--- src/verilog/rpc_pkg.sv ---
package rpc_pkg;
   // ------------------------------------------------------------
   // Register map (index; byte address is four times the index)
   // ------------------------------------------------------------
   localparam logic [7:0] IDX_CTRL = 8'h10;
   localparam logic [7:0] IDX_SUPP = 8'h11;
   localparam logic [7:0] IDX_DATA = 8'h18;
   localparam logic [7:0] IDX_STAT = 8'h19;
   localparam logic [7:0] CTRL_RESET_VAL = 8'h00;
   localparam logic [7:0] SUPP_RESET_VAL = 8'h00;
   localparam int CTRL_CRC_BIT = 7;
   localparam int CTRL_RST_BIT = 6;
   localparam int CTRL_SRC_BIT = 5;
   localparam int SLOT_W = 5;
   localparam int DATA_VALID_BIT = 8;
   localparam int DATA_EOP_BIT = 9;
   localparam int DATA_BAD_BIT = 10;
   localparam int STAT_EMPTY_BIT = 0;
   localparam int STAT_FULL_BIT = 1;
   localparam int STAT_OVF_BIT = 2;
   localparam int STAT_BUSY_BIT = 3;
   localparam int STAT_LVL_LSB = 8;
   // ------------------------------------------------------------
   // Packet framing constants
   // ------------------------------------------------------------
   localparam logic [7:0] FLAG_PAT = 8'h7E;
   localparam logic [6:0] ABORT_PAT = 7'h7F;
   localparam logic [2:0] STUFF_ONES = 3'h5;
   localparam logic [3:0] FLAG_SKIP = 4'h8;
   localparam logic [15:0] CRC_INIT = 16'hFFFF;
   localparam logic [15:0] CRC_POLY = 16'h8408;
   localparam logic [15:0] CRC_GOOD = 16'hF0B8;
   localparam logic [1:0] EMIT_WITH_CRC = 2'h3;
   localparam logic [1:0] EMIT_NO_CRC = 2'h1;

   // One received line bit with its position in the frame
   typedef struct packed {
      logic frame_start;
      logic bit_en;
      logic bit_val;
      logic [4:0] slot;
      logic [2:0] bit_pos;
      logic ovh;
   } rpc_frame_s;

   // One octet on its way to the receive FIFO
   typedef struct packed {
      logic bad;
      logic eop;
      logic [7:0] data;
   } rpc_octet_s;

   // Bit-serial CRC-16, LSB first
   function automatic logic [15:0] rpc_crc_next(input logic [15:0] crc, input logic b);
      logic fb;
      fb = crc[0] ^ b;
      rpc_crc_next = (crc >> 1) ^ (fb ? CRC_POLY : 16'h0000);
   endfunction
endpackage

--- src/verilog/rpc_fifo.sv ---
`timescale 1ns/10ps
module rpc_fifo
   import rpc_pkg::*;
#(
   parameter int WIDTH = 10,
   parameter int DEPTH = 64
) (
   input wire logic i_mclk,
   input wire logic i_arst_n,
   input wire logic i_flush,
   input wire logic i_push,
   input wire logic [WIDTH-1:0] i_data,
   input wire logic i_pop,
   output logic [WIDTH-1:0] o_data,
   output logic o_empty,
   output logic o_full,
   output logic [$clog2(DEPTH+1)-1:0] o_level
);
   localparam int PTR_W = $clog2(DEPTH);
   localparam int LVL_W = $clog2(DEPTH+1);

   if (DEPTH < 4 || DEPTH > 255 || (1 << PTR_W) != DEPTH) begin : g_chk
      $error("rpc_fifo: DEPTH must be a power of two from 4 to 128");
   end

   logic [WIDTH-1:0] mem [DEPTH];
   logic [PTR_W-1:0] wr_ptr;
   logic [PTR_W-1:0] rd_ptr;
   wire do_push = i_push && !o_full;
   wire do_pop = i_pop && !o_empty;

   // ------------------------------------------------------------
   // Storage; a push into a full FIFO is dropped here
   // ------------------------------------------------------------
   always_ff @(posedge i_mclk) begin
      if (do_push) begin
         mem[wr_ptr] <= i_data;
      end
   end

   assign o_data = mem[rd_ptr];
   assign o_empty = (o_level == LVL_W'(0));
   assign o_full = (o_level == LVL_W'(DEPTH));

   // Pointers and fill level, flush wins over push and pop
   always_ff @(posedge i_mclk or negedge i_arst_n) begin
      if (!i_arst_n) begin
         wr_ptr <= '0;
         rd_ptr <= '0;
         o_level <= '0;
      end else if (i_flush) begin
         wr_ptr <= '0;
         rd_ptr <= '0;
         o_level <= '0;
      end else begin
         wr_ptr <= wr_ptr + PTR_W'(do_push);
         rd_ptr <= rd_ptr + PTR_W'(do_pop);
         o_level <= o_level + LVL_W'(do_push) - LVL_W'(do_pop);
      end
   end
endmodule

--- src/verilog/rpc_receive_packet_control.sv ---
// Behaviour
// RULE1 - With crc_to_fifo_enable set the two received CRC octets follow the last packet octet in the FIFO; clear omits them.
// RULE2 - Setting receive_packet_soft_reset reinitialises the packet receiver and empties the receive FIFO.
// RULE3 - The soft reset bit is cleared by the device itself when the reset is done; software only writes one.
// RULE4 - The soft reset completes and its bit clears within two received frames of being set.
// RULE5 - packet_source_select clear takes data from a timeslot; set takes the data link or Sa bits.
// RULE6 - The five-bit packet_timeslot_select picks the timeslot, zero meaning channel 1 and all ones channel 32.
// RULE7 - A new packet_timeslot_select value is applied only by a following soft reset.
// RULE8 - Each set bit of receive_packet_bit_suppress removes that bit position of the timeslot from the packet data.
// RULE9 - Suppress bit 7 (suppress_msb) is timeslot bit 8, suppress bit 0 (suppress_lsb) is bit 1, in order between.
// RULE10 - During the soft reset incoming data and a partial packet are dropped and flag hunting restarts.
`timescale 1ns/10ps
module rpc_receive_packet_control
   import rpc_pkg::*;
#(
   parameter int FIFO_DEPTH = 64
) (
   input wire logic i_mclk,
   input wire logic i_arst_n,
   input wire rpc_frame_s i_rx,
   input wire logic [9:0] i_avs_address,
   input wire logic i_avs_read,
   input wire logic i_avs_write,
   input wire logic [31:0] i_avs_writedata,
   input wire logic [3:0] i_avs_byteenable,
   output logic [31:0] o_avs_readdata,
   output logic o_avs_waitrequest
);
   localparam int LVL_W = $clog2(FIFO_DEPTH+1);
   localparam int OCT_W = $bits(rpc_octet_s);

   typedef enum logic [1:0] {
      ST_HUNT = 2'b01,
      ST_DATA = 2'b10
   } rpc_rx_state_e;

   // ------------------------------------------------------------
   // Registers
   // ------------------------------------------------------------
   logic crc_to_fifo_enable;
   logic receive_packet_soft_reset;
   logic packet_source_select;
   logic [SLOT_W-1:0] packet_timeslot_select;
   logic [SLOT_W-1:0] applied_slot;
   logic [7:0] receive_packet_bit_suppress;
   logic overflow;

   // ------------------------------------------------------------
   // Bus decode
   // ------------------------------------------------------------
   wire req = i_avs_read || i_avs_write;
   wire accept = req && !o_avs_waitrequest;
   wire [7:0] word_idx = i_avs_address[9:2];
   wire lane0 = i_avs_byteenable[0];
   wire hit_ctrl = (word_idx == IDX_CTRL);
   wire hit_supp = (word_idx == IDX_SUPP);
   wire hit_data = (word_idx == IDX_DATA);
   wire hit_stat = (word_idx == IDX_STAT);
   wire wr_ctrl = accept && i_avs_write && hit_ctrl && lane0;
   wire wr_supp = accept && i_avs_write && hit_supp && lane0;

   // FIFO side signals
   rpc_octet_s fifo_out;
   logic [OCT_W-1:0] fifo_rd_bits;
   logic fifo_empty;
   logic fifo_full;
   logic [LVL_W-1:0] fifo_level;
   logic push;
   rpc_octet_s push_oct;
   wire pop = accept && i_avs_read && hit_data;
   assign fifo_out = rpc_octet_s'(fifo_rd_bits);

   // Read data mux, unmapped words read as zero
   wire [31:0] rd_ctrl = {24'h000000, crc_to_fifo_enable, receive_packet_soft_reset,
                          packet_source_select, packet_timeslot_select};
   wire [31:0] rd_supp = {24'h000000, receive_packet_bit_suppress};
   wire [31:0] rd_data = fifo_empty ? 32'h00000000 :
                         {21'h000000, fifo_out.bad, fifo_out.eop, 1'b1, fifo_out.data};
   wire [31:0] rd_stat = {{(32-STAT_LVL_LSB-LVL_W){1'b0}}, fifo_level, 4'h0,
                          receive_packet_soft_reset, overflow, fifo_full, fifo_empty};
   wire [31:0] rd_mux = hit_ctrl ? rd_ctrl :
                        hit_supp ? rd_supp :
                        hit_data ? rd_data :
                        hit_stat ? rd_stat : 32'h00000000;

   // ------------------------------------------------------------
   // Avalon slave: one wait cycle, then the transfer completes
   // ------------------------------------------------------------
   always_ff @(posedge i_mclk or negedge i_arst_n) begin
      if (!i_arst_n) begin
         o_avs_waitrequest <= 1'b1;
         o_avs_readdata <= 32'h00000000;
      end else begin
         o_avs_waitrequest <= !(req && o_avs_waitrequest);
         // Only a read reloads the data, so it stands across writes
         if (i_avs_read && o_avs_waitrequest) begin
            o_avs_readdata <= rd_mux;
         end
      end
   end

   // ------------------------------------------------------------
   // Soft reset sequencing
   // ------------------------------------------------------------
   // Completion waits for a frame boundary so the new slot starts clean
   wire reset_done = receive_packet_soft_reset && i_rx.frame_start;
   wire set_reset = wr_ctrl && i_avs_writedata[CTRL_RST_BIT];
   // RULE3 self clearing; a new set beats the clear
   wire next_soft_reset = set_reset || (receive_packet_soft_reset && !reset_done);

   always_ff @(posedge i_mclk or negedge i_arst_n) begin
      if (!i_arst_n) begin
         crc_to_fifo_enable <= CTRL_RESET_VAL[CTRL_CRC_BIT];
         receive_packet_soft_reset <= CTRL_RESET_VAL[CTRL_RST_BIT];
         packet_source_select <= CTRL_RESET_VAL[CTRL_SRC_BIT];
         packet_timeslot_select <= CTRL_RESET_VAL[SLOT_W-1:0];
         receive_packet_bit_suppress <= SUPP_RESET_VAL;
      end else begin
         // RULE4 cleared at the first frame start
         receive_packet_soft_reset <= next_soft_reset;
         if (wr_ctrl) begin
            crc_to_fifo_enable <= i_avs_writedata[CTRL_CRC_BIT];
            packet_source_select <= i_avs_writedata[CTRL_SRC_BIT];
            packet_timeslot_select <= i_avs_writedata[SLOT_W-1:0];
         end
         if (wr_supp) begin
            receive_packet_bit_suppress <= i_avs_writedata[7:0];
         end
      end
   end

   // RULE7 slot applied only by reset
   always_ff @(posedge i_mclk or negedge i_arst_n) begin
      if (!i_arst_n) begin
         applied_slot <= CTRL_RESET_VAL[SLOT_W-1:0];
      end else if (reset_done) begin
         applied_slot <= packet_timeslot_select;
      end
   end

   // ------------------------------------------------------------
   // Source mapping
   // ------------------------------------------------------------
   // RULE5 timeslot or overhead bits
   wire src_ovh = packet_source_select && i_rx.ovh;
   // RULE6 slot code 0 is channel 1
   wire slot_hit = (i_rx.slot == applied_slot);
   // RULE8 RULE9 bit_pos 7 is timeslot bit 8
   wire suppressed = receive_packet_bit_suppress[i_rx.bit_pos];
   wire src_slot = !packet_source_select && slot_hit && !suppressed;
   // RULE10 nothing enters while reset is pending
   wire rx_clear = receive_packet_soft_reset;
   wire bit_in = i_rx.bit_en && (src_ovh || src_slot) && !rx_clear;

   // ------------------------------------------------------------
   // Packet receiver: flag hunt, destuffing, octets, CRC
   // ------------------------------------------------------------
   // The assembler reads the stream seven bits late, so a flag is
   // complete just as its first bit reaches the assembler.
   rpc_rx_state_e state;
   logic [7:0] window;
   logic [3:0] skip;
   logic [2:0] ones;
   logic [7:0] shreg;
   logic [2:0] nbits;
   logic [15:0] crc;
   logic [7:0] held [3];
   logic [1:0] held_cnt;
   logic [1:0] emit_left;
   logic emit_bad;

   wire [7:0] win_next = {window[6:0], i_rx.bit_val};
   wire is_flag = (win_next == FLAG_PAT);
   wire is_abort = (win_next[6:0] == ABORT_PAT);
   wire out_bit = window[6];
   wire in_data = (state == ST_DATA) && (skip == 4'h0);
   wire stuffed = !out_bit && (ones == STUFF_ONES);
   wire take_bit = bit_in && !is_flag && !is_abort && in_data && !stuffed;
   wire octet_done = take_bit && (nbits == 3'h7);
   wire [7:0] octet = {out_bit, shreg[7:1]};
   wire close_ok = bit_in && is_flag && (state == ST_DATA) && (held_cnt == 2'h3);
   wire abort_open = bit_in && is_abort && (state == ST_DATA) && (held_cnt == 2'h3);
   wire frame_bad = (crc != CRC_GOOD) || (nbits != 3'h0);

   // Framing state and raw window
   always_ff @(posedge i_mclk or negedge i_arst_n) begin
      if (!i_arst_n) begin
         state <= ST_HUNT;
         window <= 8'h00;
         skip <= 4'h0;
      end else if (rx_clear) begin
         state <= ST_HUNT;
         window <= 8'h00;
         skip <= 4'h0;
      end else if (bit_in) begin
         window <= win_next;
         if (is_flag) begin
            state <= ST_DATA;
            skip <= FLAG_SKIP - 4'h1;
         end else if (is_abort) begin
            state <= ST_HUNT;
         end else if (skip != 4'h0) begin
            skip <= skip - 4'h1;
         end
      end
   end

   // Destuffing counter on the delayed stream
   always_ff @(posedge i_mclk or negedge i_arst_n) begin
      if (!i_arst_n) begin
         ones <= 3'h0;
      end else if (rx_clear || (bit_in && (is_flag || !in_data))) begin
         ones <= 3'h0;
      end else if (bit_in) begin
         ones <= out_bit ? ones + 3'h1 : 3'h0;
      end
   end

   // Octet assembly, LSB first, with running CRC
   always_ff @(posedge i_mclk or negedge i_arst_n) begin
      if (!i_arst_n) begin
         shreg <= 8'h00;
         nbits <= 3'h0;
         crc <= CRC_INIT;
      end else if (rx_clear || (bit_in && is_flag)) begin
         shreg <= 8'h00;
         nbits <= 3'h0;
         crc <= CRC_INIT;
      end else if (take_bit) begin
         shreg <= octet;
         nbits <= nbits + 3'h1;
         crc <= rpc_crc_next(crc, out_bit);
      end
   end

   // ------------------------------------------------------------
   // Octet pipeline: the last two octets may be the CRC
   // ------------------------------------------------------------
   // Three octets are held back; only when a fourth arrives is the
   // oldest known not to be the last packet octet before the CRC.
   always_ff @(posedge i_mclk or negedge i_arst_n) begin
      if (!i_arst_n) begin
         held_cnt <= 2'h0;
         emit_left <= 2'h0;
         emit_bad <= 1'b0;
      end else if (rx_clear) begin
         held_cnt <= 2'h0;
         emit_left <= 2'h0;
         emit_bad <= 1'b0;
      end else if (bit_in && (is_flag || is_abort)) begin
         held_cnt <= 2'h0;
         // RULE1 CRC octets or not
         if (close_ok) begin
            emit_left <= crc_to_fifo_enable ? EMIT_WITH_CRC : EMIT_NO_CRC;
            emit_bad <= frame_bad;
         end else if (abort_open) begin
            emit_left <= EMIT_NO_CRC;
            emit_bad <= 1'b1;
         end
      end else begin
         if (octet_done && held_cnt != 2'h3) begin
            held_cnt <= held_cnt + 2'h1;
         end
         if (emit_left != 2'h0) begin
            emit_left <= emit_left - 2'h1;
         end
      end
   end

   // Held octets shift on arrival and while a packet end drains
   always_ff @(posedge i_mclk) begin
      if (octet_done) begin
         held[2] <= held[1];
         held[1] <= held[0];
         held[0] <= octet;
      end else if (emit_left != 2'h0) begin
         held[2] <= held[1];
         held[1] <= held[0];
      end
   end

   // FIFO write: oldest held octet, end flags on the last one
   always_comb begin
      push = 1'b0;
      push_oct = '0;
      if (emit_left != 2'h0) begin
         push = 1'b1;
         push_oct.data = held[2];
         push_oct.eop = (emit_left == 2'h1);
         push_oct.bad = (emit_left == 2'h1) && emit_bad;
      end else if (octet_done && held_cnt == 2'h3) begin
         push = 1'b1;
         push_oct.data = held[2];
      end
   end

   // Overflow is sticky until the next soft reset
   always_ff @(posedge i_mclk or negedge i_arst_n) begin
      if (!i_arst_n) begin
         overflow <= 1'b0;
      end else if (push && fifo_full && !rx_clear) begin
         overflow <= 1'b1;
      end else if (reset_done) begin
         overflow <= 1'b0;
      end
   end

   // ------------------------------------------------------------
   // Receive FIFO
   // ------------------------------------------------------------
   // RULE2 flush on soft reset
   rpc_fifo #(
      .WIDTH(OCT_W),
      .DEPTH(FIFO_DEPTH)
   ) u_fifo (
      .i_mclk(i_mclk),
      .i_arst_n(i_arst_n),
      .i_flush(rx_clear),
      .i_push(push),
      .i_data(push_oct),
      .i_pop(pop),
      .o_data(fifo_rd_bits),
      .o_empty(fifo_empty),
      .o_full(fifo_full),
      .o_level(fifo_level)
   );
endmodule

--- config.mk ---
export PLATFORM = sky130hd
export DESIGN_NAME = rpc_receive_packet_control
export DESIGN_NICKNAME = d
export VERILOG_FILES = /design/src/verilog/rpc_pkg.sv /design/src/verilog/rpc_fifo.sv /design/src/verilog/rpc_receive_packet_control.sv
export SDC_FILE = /design/constraint.sdc
export NUM_CORES = 1
export LEC_CHECK = 0
export BUFFER_PORTS_ARGS = -buffer_cell sky130_fd_sc_hd__buf_2
export CELL_PAD_IN_SITES_DETAIL_PLACEMENT = 0
export CELL_PAD_IN_SITES_GLOBAL_PLACEMENT = 1
export CORE_MARGIN = 2
export CORE_UTILIZATION = 40
export DETAILED_ROUTE_END_ITERATION = 10
export PLACE_DENSITY_LB_ADDON = 0.1
export SETUP_SLACK_MARGIN = 0.05
export SYNTH_ARGS = -nofsm -noshare
export SYNTH_HDL_FRONTEND = slang
export SYNTH_SLANG_ARGS = --single-unit
--- constraint.sdc ---
create_clock -name i_mclk -period 3.6 [get_ports i_mclk]
set_input_delay 0.72 -clock i_mclk [delete_from_list [all_inputs] [get_ports i_mclk]]
set_output_delay 0.72 -clock i_mclk [all_outputs]
set_load 0.01 [all_outputs]
==> metrics, run 1 <==
Core Footprint=76200 um2; commonest non-fill, non-tap cell in the layout=edfxtp_1; CTS tree=built; Worst-path clk slew=0.06 ns; Synth Instances=1692; CTS H-tree depth=3; die area=79500 um2; Syn Area/Cell=18.3 um2; share of layout cells above drive strength 1=28.8%; DRC viols=0; Crit Path Max Fanout=14; M2 GR Usage=32.3%; Lkg Pwr=12.6 nW; antenna-violating nets left=0; Max-Slew Margin vs Limit=28.6%; row count=101; Sink Count=768; antenna cell count=0; Startpoint Class=register; maximum vdd drop=0.000493 V; TritonCTS Buffers=84; Hold Vio Cnt, Final=0; Yosys top cell by area=edfxtp_1; max-cap violations=0; Pwr Density=657 nW/um2; Yosys warnings=0; GPL Wtd Cong=0.782; Seq cells post-synth=768; GRT overflow=0; Fin Hold WS=0.249 ns; First-pass DRT Iterations=5; DR iter-0 viols=1205; min Tclk post-route=3.36 ns; required time of the critical path=3.92 ns; Finish-stage setup viols=0; buffer count from post-CTS setup fixing=0; Yosys cell types=65; largest net degree at the start of global routing=75; Slew Viols, Final=0; Hold-fix buffers, CTS=0; placed inst area=33500 um2; top cells by area, synth=edfxtp_1 65%, mux4_2 11%, dfrtp_1 7.0%; status=completed; Fin Clk Skew=0.0294 ns; Synth Cell Area=30900 um2; first-pass GRT wire length=114000 um; Skew-Pair Late Insertion Delay=0.64 ns; Vias/cell=5.38; Setup crit end kind=register; GRT Util Overall=19.9%; final non-filler cell area=36300 um2; Die X=282 um; vias in the first global route=16900; Top FF cell, synth=edfxtp_1; routed len/inst=25.9 um; final worst-path cycle share=93.3%; Slew @ Worst Pin=1.07 ns; GRT met3 Usage=3.12%; sequential share of the synthesized area=73.1%; CP max stage delay=0.52 ns; EDFF count, synth=664; crit path cell chain=inv_1, ha_1, or3b_4, or4b_1, a21o_1, o31ai_4, buf_6, nand4_1, buf_4, nor2_1, buf_4; worst min path class=in -> reg; CP Class=reg -> reg; Slowest-stage cell, CP=or4b_1; Synth top area share=64.6%; RSZ-0062 raised after global routing=no; CTS root buf=clkbuf_16; initial antenna violation count=1; area grow syn2layout=17.5%; commonest non-fill, non-tap cells in the layout=664 x edfxtp_1, 153 x mux4_2, 140 x buf_4, 100 x nor2_1, 85 x clkbuf_16; WL final=77400 um; cell mode on critical path=buf_4; Arr. time, crit path=3.68 ns; effective utilization at floorplan=40.5%; input/output buffers=48; HPWL after DPL=49700 um; met1 Use GR=27.9%; Ports=95; Die H=282 um; grt peak-use layer=met2; Max Clock Freq=0.298 GHz; Fin Setup TNS=0 ns; asr flop ratio synth=13.5%; final net count=1983; clk buf depth=3; via count=16100
-- worst max-delay path, delay by kind of cell, from the launching register on --
| kind | cells | cell delay [ns] |
|---|---|---|
| simple gates | 4 | 1.20 |
| fa+ha+maj | 1 | 0.15 |
| buf+inv | 4 | 0.78 |
| compound gates | 2 | 0.47 |
| flops | 1 | 0.41 |
-- cell families after synthesis --
logic type                 Yosys count  synth area share, %
muxes                              246                 14.3
AOI/OAI and AO/OA                  180                 3.94
adders and majority gates           24                0.997
buffers and inverters              136                 2.08
xor gates and xnor gates            22                0.624
DFF                                768                 73.1
other                                1               0.0121
and+or+nand+nor                    315                 5.03
-- repair_timing --
item                                    4_1_cts  5_1_grt
gates cloned                                  0        0
pin swaps                                     0        4
endpoints found under the setup margin        7       36
gates resized for setup                       1        9
-- routing by layer --
layer / share of wire (%) / routed length (um)
met2: 49 / 37900
met5: 0 / 0
met3: 4.3 / 3310
met4: 2.5 / 1930
met1: 44 / 34300
-- power by group --
part	switching [mW]	total, mW	internal (mW)
Clock	3.51	8.50	4.99
Combinational	2.59	3.74	1.15
Sequential	0.275	11.6	11.3
-- final cells by class --
type | instances | area (um2)
well taps | 1030 | 1290
clock buffers | 108 | 2310
multi-input cells | 804 | 7800
inverters | 27 | 101
fillers | 6469 | 39900
clock inverters | 43 | 434
flip-flops and latches | 768 | 22600
repair buffers | 212 | 1770
-- path summary, 6_finish.rpt --
kind | startpoint | endpoint | slack [ns] | depth (start not counted)
max | skip[0] | u_fifo.mem[19][7] | 0.24 | 11
min | i_avs_write | o_avs_waitrequest | 0.25 | 2
max reg2reg | skip[0] | u_fifo.mem[19][7] | 0.24 | 11
min reg2reg | held[0][12] | held[0][20] | 0.42 | 0
max in group asynchronous | i_arst_n | crc[0] | 2.48 | 2
min in group asynchronous | i_arst_n | packet_timeslot_select[4] | 0.26 | 1
-- registers in the layout, indices dropped and copies added, names as in the netlist, 7 cells and up --
name	flops
crc	16
u_fifo.mem	640
shreg	7
o_avs_readdata	15
receive_packet_bit_suppress	8
u_fifo.o_level	7
held	24
window	7
-- cells in the mapped netlist (5+ instances only) --
| master | count |
|---|---|
| nand3_1 | 24 |
| mux2i_1 | 71 |
| and2_1 | 12 |
| mux4_2 | 153 |
| a31oi_1 | 6 |
| nor4_1 | 7 |
| buf_1 | 15 |
| nor2_1 | 103 |
| nor3_1 | 31 |
| a211oi_1 | 9 |
| xnor2_1 | 11 |
| o21ai_0 | 16 |
| inv_1 | 27 |
| dfstp_2 | 18 |
| xor2_1 | 11 |
| o211ai_1 | 7 |
| edfxtp_1 | 664 |
| clkbuf_1 | 48 |
| nand2_1 | 66 |
| a21oi_1 | 51 |
| buf_4 | 20 |
| nand4_1 | 12 |
| a22o_1 | 7 |
| nand2b_1 | 6 |
| buf_2 | 22 |
| ha_1 | 23 |
| or2_2 | 5 |
| nor2b_1 | 14 |
| mux2_2 | 22 |
| dfrtp_1 | 86 |
| a22oi_1 | 51 |
| or3_1 | 7 |
-- through the flow --
step / power, mW / util [%] / cells / setup slack, ns
floorplan: 13.7 / - / 1708 / 0.0651
global placement: 15.4 / 44.0 / 2841 / 0.0482
detailed placement: 15.6 / 44.0 / 2841 / 0.0210
CTS: 24.1 / 47.6 / 2992 / 0.0840
global route: 24.8 / 47.6 / 2992 / 0.0509
finish: 23.8 / 47.6 / 2992 / 0.240
Note: power is estimated with default switching activity, not from simulation.
==> inputs of run 2 (changes only) <==
--- a/config.mk
+++ b/config.mk
@@ -10,8 +10,10 @@
 export CELL_PAD_IN_SITES_GLOBAL_PLACEMENT = 1
 export CORE_MARGIN = 2
 export CORE_UTILIZATION = 40
+export CTS_CLUSTER_SIZE = 14
 export DETAILED_ROUTE_END_ITERATION = 10
 export PLACE_DENSITY_LB_ADDON = 0.1
+export RECOVER_POWER = 50
 export SETUP_SLACK_MARGIN = 0.05
 export SYNTH_ARGS = -nofsm -noshare
 export SYNTH_HDL_FRONTEND = slang
==> run 2 against run 1 <==
Net effect:
- the run now ends with capacitance limit, slew limit left
- clock skew fell by 0.0074 ns
- via count fell by 0.27%
- critical path depth fell by 2
- global-route usage barely moved
- sequential share of layout area rose by 0.34 points
- maximum frequency fell by 2.9%
- worst hold slack improved by 0.010 ns
- power fell by 0.52%
- first-iteration DRC count rose by 0.50%
- combinational power fell by 4%
- routed wire length rose by 0.28%
==> metrics, run 2 (synthesis results as in run 1) <==
status=finished with violations; violated checks=capacitance limit, slew limit; Lkg Pwr=12.5 nW; HPWL after DPL=49700 um; final worst-path cycle share=96.1%; commonest non-fill, non-tap cell in the layout=edfxtp_1; Crit Path Max Fanout=64; CTS root buf=clkbuf_16; max reg flops=640; Max Clock Freq=0.289 GHz; worst min path class=in -> reg; Hold-fix buffers, CTS=0; antenna cell count=0; hold path cells=2; effective utilization at floorplan=40.5%; Fin Setup TNS=0 ns; First-pass DRT Iterations=7; Fin Hold WS=0.259 ns; Hold Path End=o_avs_waitrequest; DRC viols=0; Worst-path clk slew=0.06 ns; Vias/cell=5.37; hold path start=i_avs_write; GRT Util Overall=20.0%; Finish-stage setup viols=0; input/output buffers=48; Slew @ Worst Pin=2.07 ns; CP Class=reg -> reg; TritonCTS Buffers=84; register area=22600 um2; Worst R2R Setup Slack=0.14 ns; Slew Viols, Final=108; Arr. time, crit path=3.78 ns; Hold Vio Cnt, Final=0; worst r2r src=skip[0]; Skew-Pair Late Insertion Delay=0.64 ns; antenna-violating nets left=0; Die H=282 um; area grow syn2layout=16.8%; routed len/inst=26.0 um; row count=101; Biggest register=u_fifo.mem; Fillers=6509; Core Footprint=76200 um2; WL final=77700 um; Pwr Density=657 nW/um2; RSZ-0062 raised after global routing=no; DR iter-0 viols=1211; maximum vdd drop=0.000433 V; max-cap violations=2; min Tclk post-route=3.46 ns; Sink Count=768; GRT overflow=0; Setup crit end kind=register; Largest regs=u_fifo.mem (640), held (24), crc (16); required time of the critical path=3.91 ns; vias in the first global route=16800; CTS tree=built; GPL Wtd Cong=0.782; final net count=1983; initial antenna violation count=1; Startpoint Class=register; largest net degree at the start of global routing=75; via count=16100; Max-Slew Margin vs Limit=-38.1%; Ports=95; share of layout cells above drive strength 1=27.2%; die area=79500 um2; area occupied by multi-input gates=7780 um2; commonest non-fill, non-tap cells in the layout=664 x edfxtp_1, 153 x mux4_2, 126 x buf_4, 100 x nor2_1, 85 x clkbuf_16; Fin Clk Skew=0.0221 ns; Reg2Reg Depth=9; clk buf depth=3; Die X=282 um; CTS H-tree depth=3; first-pass GRT wire length=114000 um; Reg2Reg Capture Point=u_fifo.mem[1][7]
==> run 2: area by class of cell <==
class                           count  area share [%]
Clock buffer                      111            6.44
Multi-Input combinational cell    804            21.6
Clock inverter                     39            1.15
Inverter                           27           0.281
Timing Repair Buffer              212            4.43
Tap cell                         1030            3.57
Sequential cell                   768            62.5
==> run 2: what timing repair did <==
action                                 4_1_cts  5_1_grt
setup buffers                                0        0
setup endpoints to repair                    7       35
endpoints found under the hold margin        0        0
pin swaps                                    0        4
gates resized for setup                      1        9
==> run 2: worst max-delay path by stage <==
| stage | from | endpoint | slack (ns) | cells past startpoint |
|---|---|---|---|---|
| 2_1_floorplan | i_rx[2] | u_fifo.o_level[6] | 0.07 | 15 |
| 3_3_place_gp | i_avs_address[9] | u_fifo.o_level[6] | 0.05 | 15 |
| 3_5_place_dp | i_rx[2] | u_fifo.mem[18][3] | 0.02 | 11 |
| 4_1_cts | skip[0] | u_fifo.mem[18][5] | 0.09 | 11 |
| 5_1_grt | skip[0] | u_fifo.mem[1][7] | 0.03 | 9 |
| 6_report | skip[0] | u_fifo.mem[1][7] | 0.14 | 9 |
==> run 2: per-layer routing <==
metal	vias up	wire length, um	track usage [%]
li1	7151	-	-
met5	-	0	0
met4	0	1980	6.01
met2	297	37900	32.4
met1	8494	34800	27.9
met3	115	2970	3.13
==> run 2: critical path, cell delays in order (launching register included) <==
cell and delay (ns):
dfrtp_1 0.41, inv_1 0.10, ha_1 0.15, or3b_1 0.39
or4b_1 0.53, a21o_1 0.21, o31ai_4 0.26, buf_6 0.24
and2_2 0.16, buf_4 0.62
==> run 2: report_power, final <==
part	total (mW)	switching (mW)	internal, mW
combinational	3.60	2.58	1.02
clock	8.49	3.50	4.99
sequential	11.6	0.278	11.4
total	23.7	6.35	17.4
==> run 2: through the flow <==
stage / power, mW / area, um2 / setup slack, ns / util, % / cells
2_1_floorplan: 13.7 / 31000 / 0.0651 / - / 1708
3_3_place_gp: 15.4 / 33500 / 0.0482 / 44.0 / 2841
3_5_place_dp: 15.6 / 33500 / 0.0210 / 44.0 / 2841
4_1_cts: 24.1 / 36200 / 0.0877 / 47.6 / 2991
5_1_grt: 24.7 / 36100 / 0.0263 / 47.4 / 2991
6_report: 23.7 / 36100 / 0.139 / 47.4 / 2991
